--- src/design/sbit_pkg.sv ---
/*
 * Shared constants and types of the sixteen-bit interval timer: register
 * offsets, field positions, reset values, alias operations and the
 * control-field carrier.
 * Assumes a 32-bit AXI4-Lite register bus with byte addresses.
 */
`default_nettype none

package sbit_pkg;

   // ==========================================================================
   // register map (byte addresses; CTRL, COUNT and PERIOD decode 16-byte alias banks, the rest one aligned word each)
   // ==========================================================================
   localparam int          SBIT_ADDR_W     = 8;
   localparam logic [7:0]  ADDR_CTRL       = 8'h00;
   localparam logic [7:0]  ADDR_COUNT      = 8'h10;
   localparam logic [7:0]  ADDR_PERIOD     = 8'h20;
   localparam logic [7:0]  ADDR_STATUS     = 8'h30;
   localparam logic [7:0]  ADDR_MASK       = 8'h34;
   localparam logic [7:0]  ADDR_CONFIG     = 8'h38;

   // ==========================================================================
   // timer_control field positions
   // ==========================================================================
   localparam int          CTRL_ON_BIT     = 15;
   localparam int          CTRL_IDLE_BIT   = 13;
   localparam int          CTRL_GATE_BIT   = 7;
   localparam int          CTRL_PS_LSB     = 4;
   localparam int          CTRL_PAIR_BIT   = 3;
   localparam int          CTRL_SRC_BIT    = 1;
   localparam logic [31:0] CTRL_WMASK      = 32'h0000_A0FA;
   localparam logic [31:0] CTRL_RST        = 32'h0000_0000;

   // ==========================================================================
   // other fields and reset values
   // ==========================================================================
   localparam int          CNT_W           = 16;
   localparam logic [15:0] PERIOD_RST      = 16'hFFFF;
   localparam int          ST_W            = 2;
   localparam int          ST_WRAP_BIT     = 0;
   localparam int          ST_GATE_BIT     = 1;
   localparam logic [1:0]  MASK_RST        = 2'h0;
   localparam int          CFG_ASYNC_BIT   = 0;
   localparam logic [1:0]  RESP_OKAY       = 2'h0;
   localparam logic [1:0]  RESP_SLVERR     = 2'h2;

   typedef enum logic [1:0] {
      OP_WRITE = 2'b00,
      OP_CLR   = 2'b01,
      OP_SET   = 2'b10,
      OP_INV   = 2'b11
   } sbit_op_t;

   typedef enum logic [2:0] {
      REG_CTRL   = 3'b000,
      REG_COUNT  = 3'b001,
      REG_PERIOD = 3'b010,
      REG_STATUS = 3'b011,
      REG_MASK   = 3'b100,
      REG_CONFIG = 3'b101,
      REG_NONE   = 3'b111
   } sbit_reg_t;

   typedef struct packed {
      logic       on;
      logic       stop_when_idle;
      logic       gate_en;
      logic [2:0] ps_sel;
      logic       pair;
      logic       clock_source_select;
   } sbit_ctrl_t;

   function automatic sbit_ctrl_t sbit_ctrl_of(input logic [31:0] w);
      sbit_ctrl_t c;
      c.on                  = w[CTRL_ON_BIT];
      c.stop_when_idle      = w[CTRL_IDLE_BIT];
      c.gate_en             = w[CTRL_GATE_BIT];
      c.ps_sel              = w[CTRL_PS_LSB +: 3];
      c.pair                = w[CTRL_PAIR_BIT];
      c.clock_source_select = w[CTRL_SRC_BIT];
      return c;
   endfunction

endpackage

`default_nettype wire

--- src/design/sbit_prescaler.sv ---
/*
 * Prescaler of the interval timer: passes one of every 1, 2, 4, 8, 16, 32,
 * 64 or 256 source ticks.
 * Assumes tick_in is a one-cycle pulse in the clk domain.
 */
`timescale 1ns/1ns
`default_nettype none

module sbit_prescaler
   import sbit_pkg::*;
(
   input  wire logic       clk,      // system clock
   input  wire logic       rst,      // asynchronous reset, active high
   input  wire logic       clear,    // restart the division
   input  wire logic       tick_in,  // source tick
   input  wire logic [2:0] ps_sel,   // ratio code
   output logic            tick_out  // prescaled tick
);

   logic [7:0] cnt_q;
   logic [7:0] cnt_d;
   logic [7:0] last;

   // code 111 jumps to 1:256, not 1:128
   always_comb begin
      case (ps_sel)
         3'h0:    last = 8'h00;
         3'h1:    last = 8'h01;
         3'h2:    last = 8'h03;
         3'h3:    last = 8'h07;
         3'h4:    last = 8'h0F;
         3'h5:    last = 8'h1F;
         3'h6:    last = 8'h3F;
         default: last = 8'hFF;
      endcase
   end

   always_comb begin
      tick_out = tick_in && (cnt_q >= last);
      cnt_d    = cnt_q;
      if (clear) begin
         cnt_d = 8'h00;
      end else if (tick_out) begin
         cnt_d = 8'h00;
      end else if (tick_in) begin
         cnt_d = cnt_q + 8'h01;
      end
   end

   always_ff @(posedge clk or posedge rst) begin
      if (rst) begin
         cnt_q <= 8'h00;
      end else begin
         cnt_q <= cnt_d;
      end
   end

endmodule

`default_nettype wire

--- src/design/sbit_timer.sv ---
/*
 * Sixteen-bit interval timer with an AXI4-Lite register slave, clear/set/
 * invert aliases, period wrap and a masked level interrupt.
 * Assumes external event, gate and secondary-oscillator inputs are already
 * synchronous to clk; the oscillator is seen as a pulse stream.
 */
`timescale 1ns/1ns
`default_nettype none

module sbit_timer
   import sbit_pkg::*;
#(
   parameter int CW = CNT_W                     // counter width
)(
   input  wire logic                   clk,      // system clock, 125 MHz
   input  wire logic                   rst,      // asynchronous reset
   input  wire logic                   s_axi_awvalid, // write address valid
   output logic                        s_axi_awready, // write address ready
   input  wire logic [SBIT_ADDR_W-1:0] s_axi_awaddr,  // write address
   input  wire logic                   s_axi_wvalid,  // write data valid
   output logic                        s_axi_wready,  // write data ready
   input  wire logic [31:0]            s_axi_wdata,   // write data
   input  wire logic [3:0]             s_axi_wstrb,   // byte enables
   output logic                        s_axi_bvalid,  // write response valid
   input  wire logic                   s_axi_bready,  // write response ready
   output logic [1:0]                  s_axi_bresp,   // write response
   input  wire logic                   s_axi_arvalid, // read address valid
   output logic                        s_axi_arready, // read address ready
   input  wire logic [SBIT_ADDR_W-1:0] s_axi_araddr,  // read address
   output logic                        s_axi_rvalid,  // read data valid
   input  wire logic                   s_axi_rready,  // read data ready
   output logic [31:0]                 s_axi_rdata,   // read data
   output logic [1:0]                  s_axi_rresp,   // read response
   input  wire logic                   ext_clk_in,    // external count input
   input  wire logic                   gate_in,       // gate for accumulation
   input  wire logic                   sosc_in,       // secondary oscillator
   input  wire logic                   cpu_idle,      // processor in idle
   input  wire logic                   cpu_sleep,     // processor in sleep
   output logic                        irq            // level interrupt
);

   if (CW < 2 || CW > 16) begin : g_bad_width
      $error("counter width must be 2 to 16");
   end

   // ==========================================================================
   // address decode
   // ==========================================================================
   function automatic sbit_reg_t decode(input logic [SBIT_ADDR_W-1:0] a);
      sbit_reg_t r;
      r = REG_NONE;
      if (a[7:4] == ADDR_CTRL[7:4]) r = REG_CTRL;
      if (a[7:4] == ADDR_COUNT[7:4]) r = REG_COUNT;
      if (a[7:4] == ADDR_PERIOD[7:4]) r = REG_PERIOD;
      if (a[7:2] == ADDR_STATUS[7:2]) r = REG_STATUS;
      if (a[7:2] == ADDR_MASK[7:2]) r = REG_MASK;
      if (a[7:2] == ADDR_CONFIG[7:2]) r = REG_CONFIG;
      return r;
   endfunction

   // aliases only exist on the first three banks
   function automatic logic [31:0] apply(input logic [31:0] old, input logic [1:0] op,
                                         input logic [31:0] dat, input logic [31:0] be);
      logic [31:0] r;
      case (sbit_op_t'(op))
         OP_CLR:  r = old & ~(dat & be);
         OP_SET:  r = old | (dat & be);
         OP_INV:  r = old ^ (dat & be);
         default: r = (old & ~be) | (dat & be);
      endcase
      return r;
   endfunction

   // ==========================================================================
   // state
   // ==========================================================================
   logic [31:0]            ctrl_q, ctrl_d;
   logic [CW-1:0]          cnt_q, cnt_d, period_q, period_d;
   logic [ST_W-1:0]        st_q, st_d, mask_q, mask_d;
   logic                   async_q, async_d;
   logic                   ext_q, ext_d, sosc_q, sosc_d, gate_q, gate_d;
   logic                   aw_full_q, aw_full_d, w_full_q, w_full_d;
   logic [SBIT_ADDR_W-1:0] awaddr_q, awaddr_d;
   logic [31:0]            wdata_q, wdata_d;
   logic [3:0]             wstrb_q, wstrb_d;
   logic                   awready_d, wready_d, bvalid_d, arready_d, rvalid_d, irq_d;
   logic [1:0]             bresp_d, rresp_d;
   logic [31:0]            rdata_d;

   sbit_ctrl_t             c;
   sbit_reg_t              wr_reg, rd_reg;
   logic                   do_write, ar_take, cnt_wr;
   logic                   src_tick, run, ps_tick, inc, wrap, gate_close, gated;
   logic [31:0]            be, ctrl_rd;

   assign c        = sbit_ctrl_of(ctrl_q);
   assign wr_reg   = decode(awaddr_q);
   assign rd_reg   = decode(s_axi_araddr);
   assign do_write = aw_full_q && w_full_q && !s_axi_bvalid;
   assign ar_take  = s_axi_arvalid && s_axi_arready;
   assign cnt_wr   = do_write && (wr_reg == REG_COUNT);
   assign be       = {{8{wstrb_q[3]}}, {8{wstrb_q[2]}}, {8{wstrb_q[1]}}, {8{wstrb_q[0]}}};

   // ==========================================================================
   // count source, gating and prescaler
   // ==========================================================================
   assign gated = c.gate_en && !c.clock_source_select;
   always_comb begin
      // internal clock ticks every cycle, or while gate_in is high when gated; external sources count rising edges
      if (!c.clock_source_select) begin
         src_tick = gated ? gate_in : 1'b1;
      end else if (async_q) begin
         src_tick = sosc_in && !sosc_q;
      end else begin
         src_tick = ext_clk_in && !ext_q;
      end
      // sleep stops the system clock in every mode but the asynchronous one
      run = c.on
            && !(cpu_idle && c.stop_when_idle)
            && !(cpu_sleep && !(c.clock_source_select && async_q));
      gate_close = run && gated && gate_q && !gate_in;
   end

   sbit_prescaler u_ps (
      .clk      (clk),
      .rst      (rst),
      .clear    (!c.on),
      .tick_in  (src_tick && run),
      .ps_sel   (c.ps_sel),
      .tick_out (ps_tick)
   );

   assign inc  = ps_tick;
   assign wrap = inc && (cnt_q == period_q);

   // ==========================================================================
   // registers and counter
   // ==========================================================================
   always_comb begin
      ctrl_d   = ctrl_q;
      period_d = period_q;
      mask_d   = mask_q;
      async_d  = async_q;
      cnt_d    = cnt_q;
      ext_d    = ext_clk_in;
      sosc_d   = sosc_in;
      gate_d   = gate_in;
      if (wrap) begin
         cnt_d = '0;
      end else if (inc) begin
         cnt_d = cnt_q + CW'(1);
      end
      // a software write to the count takes precedence over a tick
      if (do_write) begin
         case (wr_reg)
            REG_CTRL:   ctrl_d   = apply(ctrl_q, awaddr_q[3:2], wdata_q, be) & CTRL_WMASK;
            REG_COUNT:  cnt_d    = CW'(apply(32'(cnt_q), awaddr_q[3:2], wdata_q, be));
            REG_PERIOD: period_d = CW'(apply(32'(period_q), awaddr_q[3:2], wdata_q, be));
            REG_MASK:   mask_d   = (mask_q & ~be[ST_W-1:0]) | (wdata_q[ST_W-1:0] & be[ST_W-1:0]);
            REG_CONFIG: async_d  = be[CFG_ASYNC_BIT] ? wdata_q[CFG_ASYNC_BIT] : async_q;
            default:    ctrl_d   = ctrl_q;
         endcase
      end
      // read clears the status; a same-cycle event still lands
      st_d = st_q;
      if (ar_take && rd_reg == REG_STATUS) begin
         st_d = '0;
      end
      if (wrap) st_d[ST_WRAP_BIT] = 1'b1;
      if (gate_close) st_d[ST_GATE_BIT] = 1'b1;
      irq_d = |(st_d & mask_d);
   end

   always_ff @(posedge clk or posedge rst) begin
      if (rst) begin
         ctrl_q   <= CTRL_RST;
         cnt_q    <= '0;
         period_q <= CW'(PERIOD_RST);
         st_q     <= '0;
         mask_q   <= MASK_RST;
         async_q  <= 1'b0;
         ext_q    <= 1'b0;
         sosc_q   <= 1'b0;
         gate_q   <= 1'b0;
         irq      <= 1'b0;
      end else begin
         ctrl_q   <= ctrl_d;
         cnt_q    <= cnt_d;
         period_q <= period_d;
         st_q     <= st_d;
         mask_q   <= mask_d;
         async_q  <= async_d;
         ext_q    <= ext_d;
         sosc_q   <= sosc_d;
         gate_q   <= gate_d;
         irq      <= irq_d;
      end
   end

   // ==========================================================================
   // AXI4-Lite handshakes
   // ==========================================================================
   always_comb begin
      ctrl_rd = ctrl_q;
      if (c.clock_source_select) ctrl_rd[CTRL_GATE_BIT] = 1'b0;
      aw_full_d = aw_full_q ? !do_write : (s_axi_awvalid && s_axi_awready);
      w_full_d  = w_full_q ? !do_write : (s_axi_wvalid && s_axi_wready);
      awaddr_d  = (s_axi_awvalid && s_axi_awready) ? s_axi_awaddr : awaddr_q;
      wdata_d   = (s_axi_wvalid && s_axi_wready) ? s_axi_wdata : wdata_q;
      wstrb_d   = (s_axi_wvalid && s_axi_wready) ? s_axi_wstrb : wstrb_q;
      awready_d = !aw_full_d;
      wready_d  = !w_full_d;
      bvalid_d  = do_write || (s_axi_bvalid && !s_axi_bready);
      bresp_d   = s_axi_bresp;
      if (do_write) bresp_d = (wr_reg == REG_NONE) ? RESP_SLVERR : RESP_OKAY;
      rvalid_d  = ar_take || (s_axi_rvalid && !s_axi_rready);
      arready_d = !rvalid_d;
      rdata_d   = s_axi_rdata;
      rresp_d   = s_axi_rresp;
      if (ar_take) begin
         rresp_d = RESP_OKAY;
         case (rd_reg)
            REG_CTRL:   rdata_d = ctrl_rd;
            REG_COUNT:  rdata_d = 32'(cnt_q);
            REG_PERIOD: rdata_d = 32'(period_q);
            REG_STATUS: rdata_d = 32'(st_q);
            REG_MASK:   rdata_d = 32'(mask_q);
            REG_CONFIG: rdata_d = 32'(async_q);
            default: begin
               rdata_d = 32'h0000_0000;
               rresp_d = RESP_SLVERR;
            end
         endcase
      end
   end

   always_ff @(posedge clk or posedge rst) begin
      if (rst) begin
         aw_full_q     <= 1'b0;
         w_full_q      <= 1'b0;
         awaddr_q      <= '0;
         wdata_q       <= 32'h0000_0000;
         wstrb_q       <= 4'h0;
         s_axi_awready <= 1'b1;
         s_axi_wready  <= 1'b1;
         s_axi_bvalid  <= 1'b0;
         s_axi_bresp   <= RESP_OKAY;
         s_axi_arready <= 1'b1;
         s_axi_rvalid  <= 1'b0;
         s_axi_rdata   <= 32'h0000_0000;
         s_axi_rresp   <= RESP_OKAY;
      end else begin
         aw_full_q     <= aw_full_d;
         w_full_q      <= w_full_d;
         awaddr_q      <= awaddr_d;
         wdata_q       <= wdata_d;
         wstrb_q       <= wstrb_d;
         s_axi_awready <= awready_d;
         s_axi_wready  <= wready_d;
         s_axi_bvalid  <= bvalid_d;
         s_axi_bresp   <= bresp_d;
         s_axi_arready <= arready_d;
         s_axi_rvalid  <= rvalid_d;
         s_axi_rdata   <= rdata_d;
         s_axi_rresp   <= rresp_d;
      end
   end

   logic [31:0] clr_bits;
   logic        st_rd;
   assign clr_bits = wdata_q & be & CTRL_WMASK;
   assign st_rd    = ar_take && (rd_reg == REG_STATUS);
endmodule

`default_nettype wire

--- config.mk ---
export PLATFORM = sky130hd
export DESIGN_NAME = sbit_timer
export DESIGN_NICKNAME = d
export VERILOG_FILES = /design/src/design/sbit_pkg.sv /design/src/design/sbit_prescaler.sv /design/src/design/sbit_timer.sv
export SDC_FILE = /design/constraint.sdc
export NUM_CORES = 1
export LEC_CHECK = 0
export ABC_AREA = 1
export BUFFER_PORTS_ARGS = -buffer_cell sky130_fd_sc_hd__buf_2
export CAP_MARGIN = 20
export CORE_MARGIN = 5
export CORE_UTILIZATION = 58
export CTS_CLUSTER_SIZE = 14
export DETAILED_ROUTE_END_ITERATION = 7
export GPL_TIMING_DRIVEN = 1
export PLACE_DENSITY = 0.79
export SLEW_MARGIN = 20
export SYNTH_ARGS = -nofsm -noshare
export SYNTH_HDL_FRONTEND = slang
export SYNTH_SLANG_ARGS = --single-unit
--- constraint.sdc ---
create_clock -name clk -period 4.3 [get_ports clk]
set_clock_uncertainty 0.2 [all_clocks]
set_input_delay 0.86 -clock clk [delete_from_list [all_inputs] [get_ports clk]]
set_output_delay 0.86 -clock clk [all_outputs]
set_load 0.005 [all_outputs]
# Word-level counts from Yosys, hierarchy flattened
# Index checks and enable logic that the tools add are counted.
totals:
  ff_bits: 126
  in_bits: 64
  output_inout_bits: 42
  wordCells: 166
classes:
  add_sub_neg: 2
  n_lt_le_gt_ge: 1
  eq_ne: 31
  n_mux: 37
  bitwise_logic: 23
  reduce_logical: 48
ops:
  columns: ["op", "n"]
  rows:
  - ["one-hot mux 16 bit (3 select lines)", 3]
  - ["AND 16 bit", 7]
  - ["bitwise OR 16 bit", 6]
  - ["one-hot mux 16 bit (6 select lines)", 1]
  - ["2-to-1 mux 16 bit", 4]
  - ["one-hot mux 8 bit (7 select lines)", 1]
  - ["bitwise XOR 16 bit", 3]
  - ["equality test 6 x 4 -> 1 bit (second input constant)", 6]
  - ["2-to-1 mux 3 bit", 12]
  - ["NOT 16 bit", 2]
  - ["equality test 3 bit (second input constant)", 8]
  - ["2-to-1 mux 8 bit", 3]
  - ["logical AND 1 bit", 22]
  - ["adder 16 x 1 -> 16 bit (second input constant)", 1]
  - ["equality test 16 bit", 1]
  - ["equality test 3 x 2 -> 1 bit (second input constant)", 5]
  - ["zero test 1 bit", 14]
  - ["2-to-1 mux 2 bit", 5]
  - ["equality test 3 x 1 -> 1 bit (second input constant)", 3]
  - ["zero test 3 bit", 3]
  - ["adder 8 x 1 -> 8 bit (second input constant)", 1]
  - ["equality test 4 x 1 -> 1 bit (second input constant)", 2]
  - ["equality test 4 x 2 -> 1 bit (second input constant)", 2]
  - ["greater-or-equal comparator 8 bit", 1]
  - ["other kinds (13)", 26]

# Logic depth before layout (Yosys ltp)
depth:
  ltp_word: 13
  ltp_mapped: 17
  ltp_nobuf: 16

# Cells and area by module
# A second synthesis with hierarchy kept.
hier_totals:
  cells_unflattened: 961
  hier_area_um2: 7098.1
by_module_without_submodules:
  columns: ["module", "instances", "cells_each", "area_each_um2", "seq_area_each_um2"]
  rows:
  - ["sbit_timer", 1, 853, 6363.6, 2476.1]
  - ["sbit_prescaler", 1, 108, 734.5, 200.2]

# Least setup slack after synthesis
# No wires, ideal clock.
synth_path:
  path_kind: "reg2reg"
  from: "reg (tool-made name)"
  to: "reg cnt_q[13]"
  t_arrival_ns: 1.884
  slack_ns: 2.150
  path_stages_with_launch: 16
  n_path_buf: 1
  period_less_slack_ns: 2.150
  path_cell_list: "dfrtp_1 -> inv_1 -> nand3_1 -> ha_1 -> nand2_1 -> nand3_1 -> nand2_1 -> nand2_1 -> nand2_1 -> nand2_1 -> nand2_2 -> nor2_1 -> nor2_2 -> buf_6 -> nand2_1 -> nand2_1"
synth_lines:
  columns: ["item", "line_no", "source"]
  rows:
  - ["end signal, assigned", "sbit_timer.sv:188", "cnt_q <= cnt_d;"]
  - ["end, declared", "sbit_timer.sv:78", "logic [CW-1:0] cnt_q, cnt_d, period_q, period_d;"]

==> metrics.txt <==
TritonCTS clock tree=built; total number of nets in the final design=1181; routed wirelength normalized by instance count=15.58 µm; maximum number of pins on one net before global-route repair=68; Slowest cell on crit path=sky130_fd_sc_hd__nor2_2; worst-case register-to-register setup slack=1060 ps; GP Congestion=0.9200; number of hold buffers added after cts=0; power density over cell area=635.1 nW/µm²; startpoint of the most critical hold path=s_axi_rvalid$_DFF_PP0_; area of the die=14840 µm²; per-cell via count in the routed design=5.561; predominant post-synthesis flop cell=sky130_fd_sc_hd__dfrtp_1; achievable clock frequency=308.8 MHz; largest vdd supply drop=0.0003268 V; Worst R2R End=cnt_q[8]$_DFF_PP0_; DP HPWL=13680 µm; post-synthesis register bit count=106; LEAKAGE=0.003973 µW; total CTS buffers=9; total number of cells along the worst setup path=14; result of the run=finished clean; maximum fanout encountered on the critical timing path=17; Reg2Reg Depth=14; cell count after synthesis=1010; setup repair after global routing missed its margin=no; most frequent standard cell in the layout excluding fill and tap cells=sky130_fd_sc_hd__nand2_1; post-CTS resize count=0; number of clock sinks seen by CTS=106; Pre-Repair DR Iteration Count=7; Reg clk slew, reported paths=70 ps; cell class contributing the biggest share of worst-path delay=simple AND/OR/NAND/NOR gates; all-layer global routing usage=27.10%; Final Critical Period=3238 ps; number of inserted diodes=0; final design utilization=65.41%; GRT Residual Overflow=0; vias after detailed routing=6851; Final Max Tran Viols=0; wire length of the first global-routing pass=31830 µm; share of cells above drive strength 1=12.69%; number of standard-cell rows in the floorplan=40; kind of path behind the tightest hold check=flop to flop; antenna violations before repair=0; die height=121.8 µm; number of placed I/O pins=106; routed wire length=19190 µm; Warnings, synthesis=0; hold path endpoint=s_axi_arready$_DFF_PP1_; Worst Path Required=4400 ps; Root Buffer=sky130_fd_sc_hd__clkbuf_16; final number of setup-violating endpoints=0; post-route ant nets=0; initial core utilization=59.89%; chip width=121.8 µm; type of element launching the critical path=flop; register area share after synthesis=36.90%; DRC Markers=0; Starting DRT DRC Count=474; clock latency at the later pin of the worst-skew pair=360 ps; Async S/R FF share, synth=100.0%; post-CTS setup buffers=0; period utilisation layout=75.30%; data arrival time at the worst-slack endpoint=3330 ps; slowest stage delay, CP=650 ps; highest-count cells in the layout ignoring fill and taps=360 x sky130_fd_sc_hd__nand2_1, 87 x sky130_fd_sc_hd__inv_1, 87 x sky130_fd_sc_hd__dfrtp_1; core box area=12110 µm²; crit-path most repeated cell=sky130_fd_sc_hd__nand2_1; maximum root-to-sink buffer count=2; number of H-tree levels=3; critical path buffer and inverter count=1; IO buf count=65; category of the most critical setup path=flop to flop; Total Neg Setup Slack=0 ps; number of global-route vias before repair=6350; post-synthesis instance area=7253 µm²; element type at the critical path end=flop; relative area change from synthesis to final layout=9.229%; average size of a mapped cell=7.181 µm²; chain of cells forming the critical path=inv_1 > nand3_1 > ha_1 > nand2_1 > nand3_1 > nand2_1 > nand2_1 > nand2_1 > nand2_1 > nand2_2 > nor2_1 > nor2_2 > nand2_1 > nand2_1; post-synth cell types=43; number of maximum-capacitance violations=0; number of hold violations in the final report=0; worst-case headroom to the max-slew limit=42.51%; Least-Margin Pin Slew=861.4 ps; Hold Path Depth=1; EDFF count, synth=0
==> per-stage QoR <==
stage	cells	setup WS, ps	total power (µW)	cell area, µm²	hold slack [ps]
floorplan	1027	482.6	3498	7317	225.9
global placement	1216	1251	4027	7616	212.1
detailed placement	1216	1188	4121	7616	228.4
CTS	1232	1143	4999	7923	229.2
global route	1232	866.8	5513	7923	251.4
finish	1232	1062	5032	7923	225.3
==> cell type report <==
class | count | area, µm²
Fill cell | 1131 | 4189
Sequential cell | 106 | 2676
Multi-Input combinational cell | 768 | 3953
Inverter | 99 | 376.6
Tap cell | 168 | 210.2
Clock buffer | 12 | 256.5
Timing Repair Buffer | 75 | 400.4
Clock inverter | 4 | 50.05
==> worst register-to-register path: cells and delay by family (launching register included) <==
family	cells	cell delay [ps]
flops	1	460
simple gates	12	2050
buf+inv	1	170
fa+ha+maj	1	300
==> kinds of logic (layout without fill, tap and decap cells) <==
kind of cell | Yosys count | in the layout | synth area share, %
AND/OR/NAND/NOR | 501 | 501 | 28.36
adder cells (fa/ha/maj) | 58 | 58 | 10.01
multiplexers | 1 | 1 | 0.1552
AO/OA/AOI/OAI | 180 | 180 | 13.83
other | 1 | 18 | 0.05170
flip-flops | 106 | 106 | 36.90
XOR/XNOR | 10 | 10 | 1.208
buffers and inverters | 153 | 190 | 9.488
==> where the power goes <==
group | switching [µW] | internal [µW] | leakage, µW
sequential | 459 | 1370 | 0.00130
combinational | 1550 | 794 | 0.00253
clock | 378 | 483 | 0.000145
==> per-layer routing <==
metal / track usage (%) / vias up / wire length [µm]
met5: 0 / - / 0
met4: 9.664 / 0 / 369
met3: 4.132 / 25 / 1894
met2: 41.51 / 316 / 8298
met1: 39.11 / 3147 / 8629
li1: - / 3363 / -
==> synthesized netlist by cell type, types with 3 or more instances <==
cell type / count / share of area (%)
sky130_fd_sc_hd__nor2_1: 50 / 2.6
sky130_fd_sc_hd__inv_2: 7 / 0.36
sky130_fd_sc_hd__nand3_1: 63 / 4.3
sky130_fd_sc_hd__o21ai_1: 15 / 1.0
sky130_fd_sc_hd__a221oi_1: 3 / 0.36
sky130_fd_sc_hd__o21ai_0: 86 / 5.9
sky130_fd_sc_hd__nand2_1: 360 / 19
sky130_fd_sc_hd__xor2_1: 8 / 0.97
sky130_fd_sc_hd__inv_1: 88 / 4.6
sky130_fd_sc_hd__nor2_2: 6 / 0.52
sky130_fd_sc_hd__dfrtp_1: 87 / 30
sky130_fd_sc_hd__buf_6: 4 / 0.62
sky130_fd_sc_hd__buf_2: 11 / 0.76
sky130_fd_sc_hd__o211ai_1: 3 / 0.31
sky130_fd_sc_hd__o2111ai_1: 10 / 1.2
sky130_fd_sc_hd__clkinv_1: 3 / 0.16
sky130_fd_sc_hd__clkbuf_1: 19 / 0.98
sky130_fd_sc_hd__ha_1: 58 / 10
sky130_fd_sc_hd__o22ai_1: 16 / 1.4
sky130_fd_sc_hd__dfstp_2: 19 / 6.9
sky130_fd_sc_hd__a21oi_1: 39 / 2.7
sky130_fd_sc_hd__nand4_1: 10 / 0.86
sky130_fd_sc_hd__buf_4: 18 / 1.9
==> registers in the layout, indices dropped and copies added, names as in the netlist, 2 cells and up, named ones only <==
| name | flops |
|---|---|
| cnt_q | 16 |
| period_q | 16 |
| s_axi_rdata | 16 |
| wdata_q | 16 |
| u_ps.cnt_q | 8 |
| awaddr_q | 6 |
| mask_q | 2 |
| st_q | 2 |
| wstrb_q | 2 |
==> worst max path at each step <==
stage          start             endpoint  slack, ps
3_3_place_gp    flop   cnt_q[8]$_DFF_PP0_       1250
5_1_grt         flop  cnt_q[11]$_DFF_PP0_        870
3_5_place_dp    flop   cnt_q[8]$_DFF_PP0_       1190
4_1_cts         flop   cnt_q[8]$_DFF_PP0_       1140
6_report        flop   cnt_q[8]$_DFF_PP0_       1060
2_1_floorplan    rst            async pin        480
No activity file was read; power rests on OpenSTA's default activity.
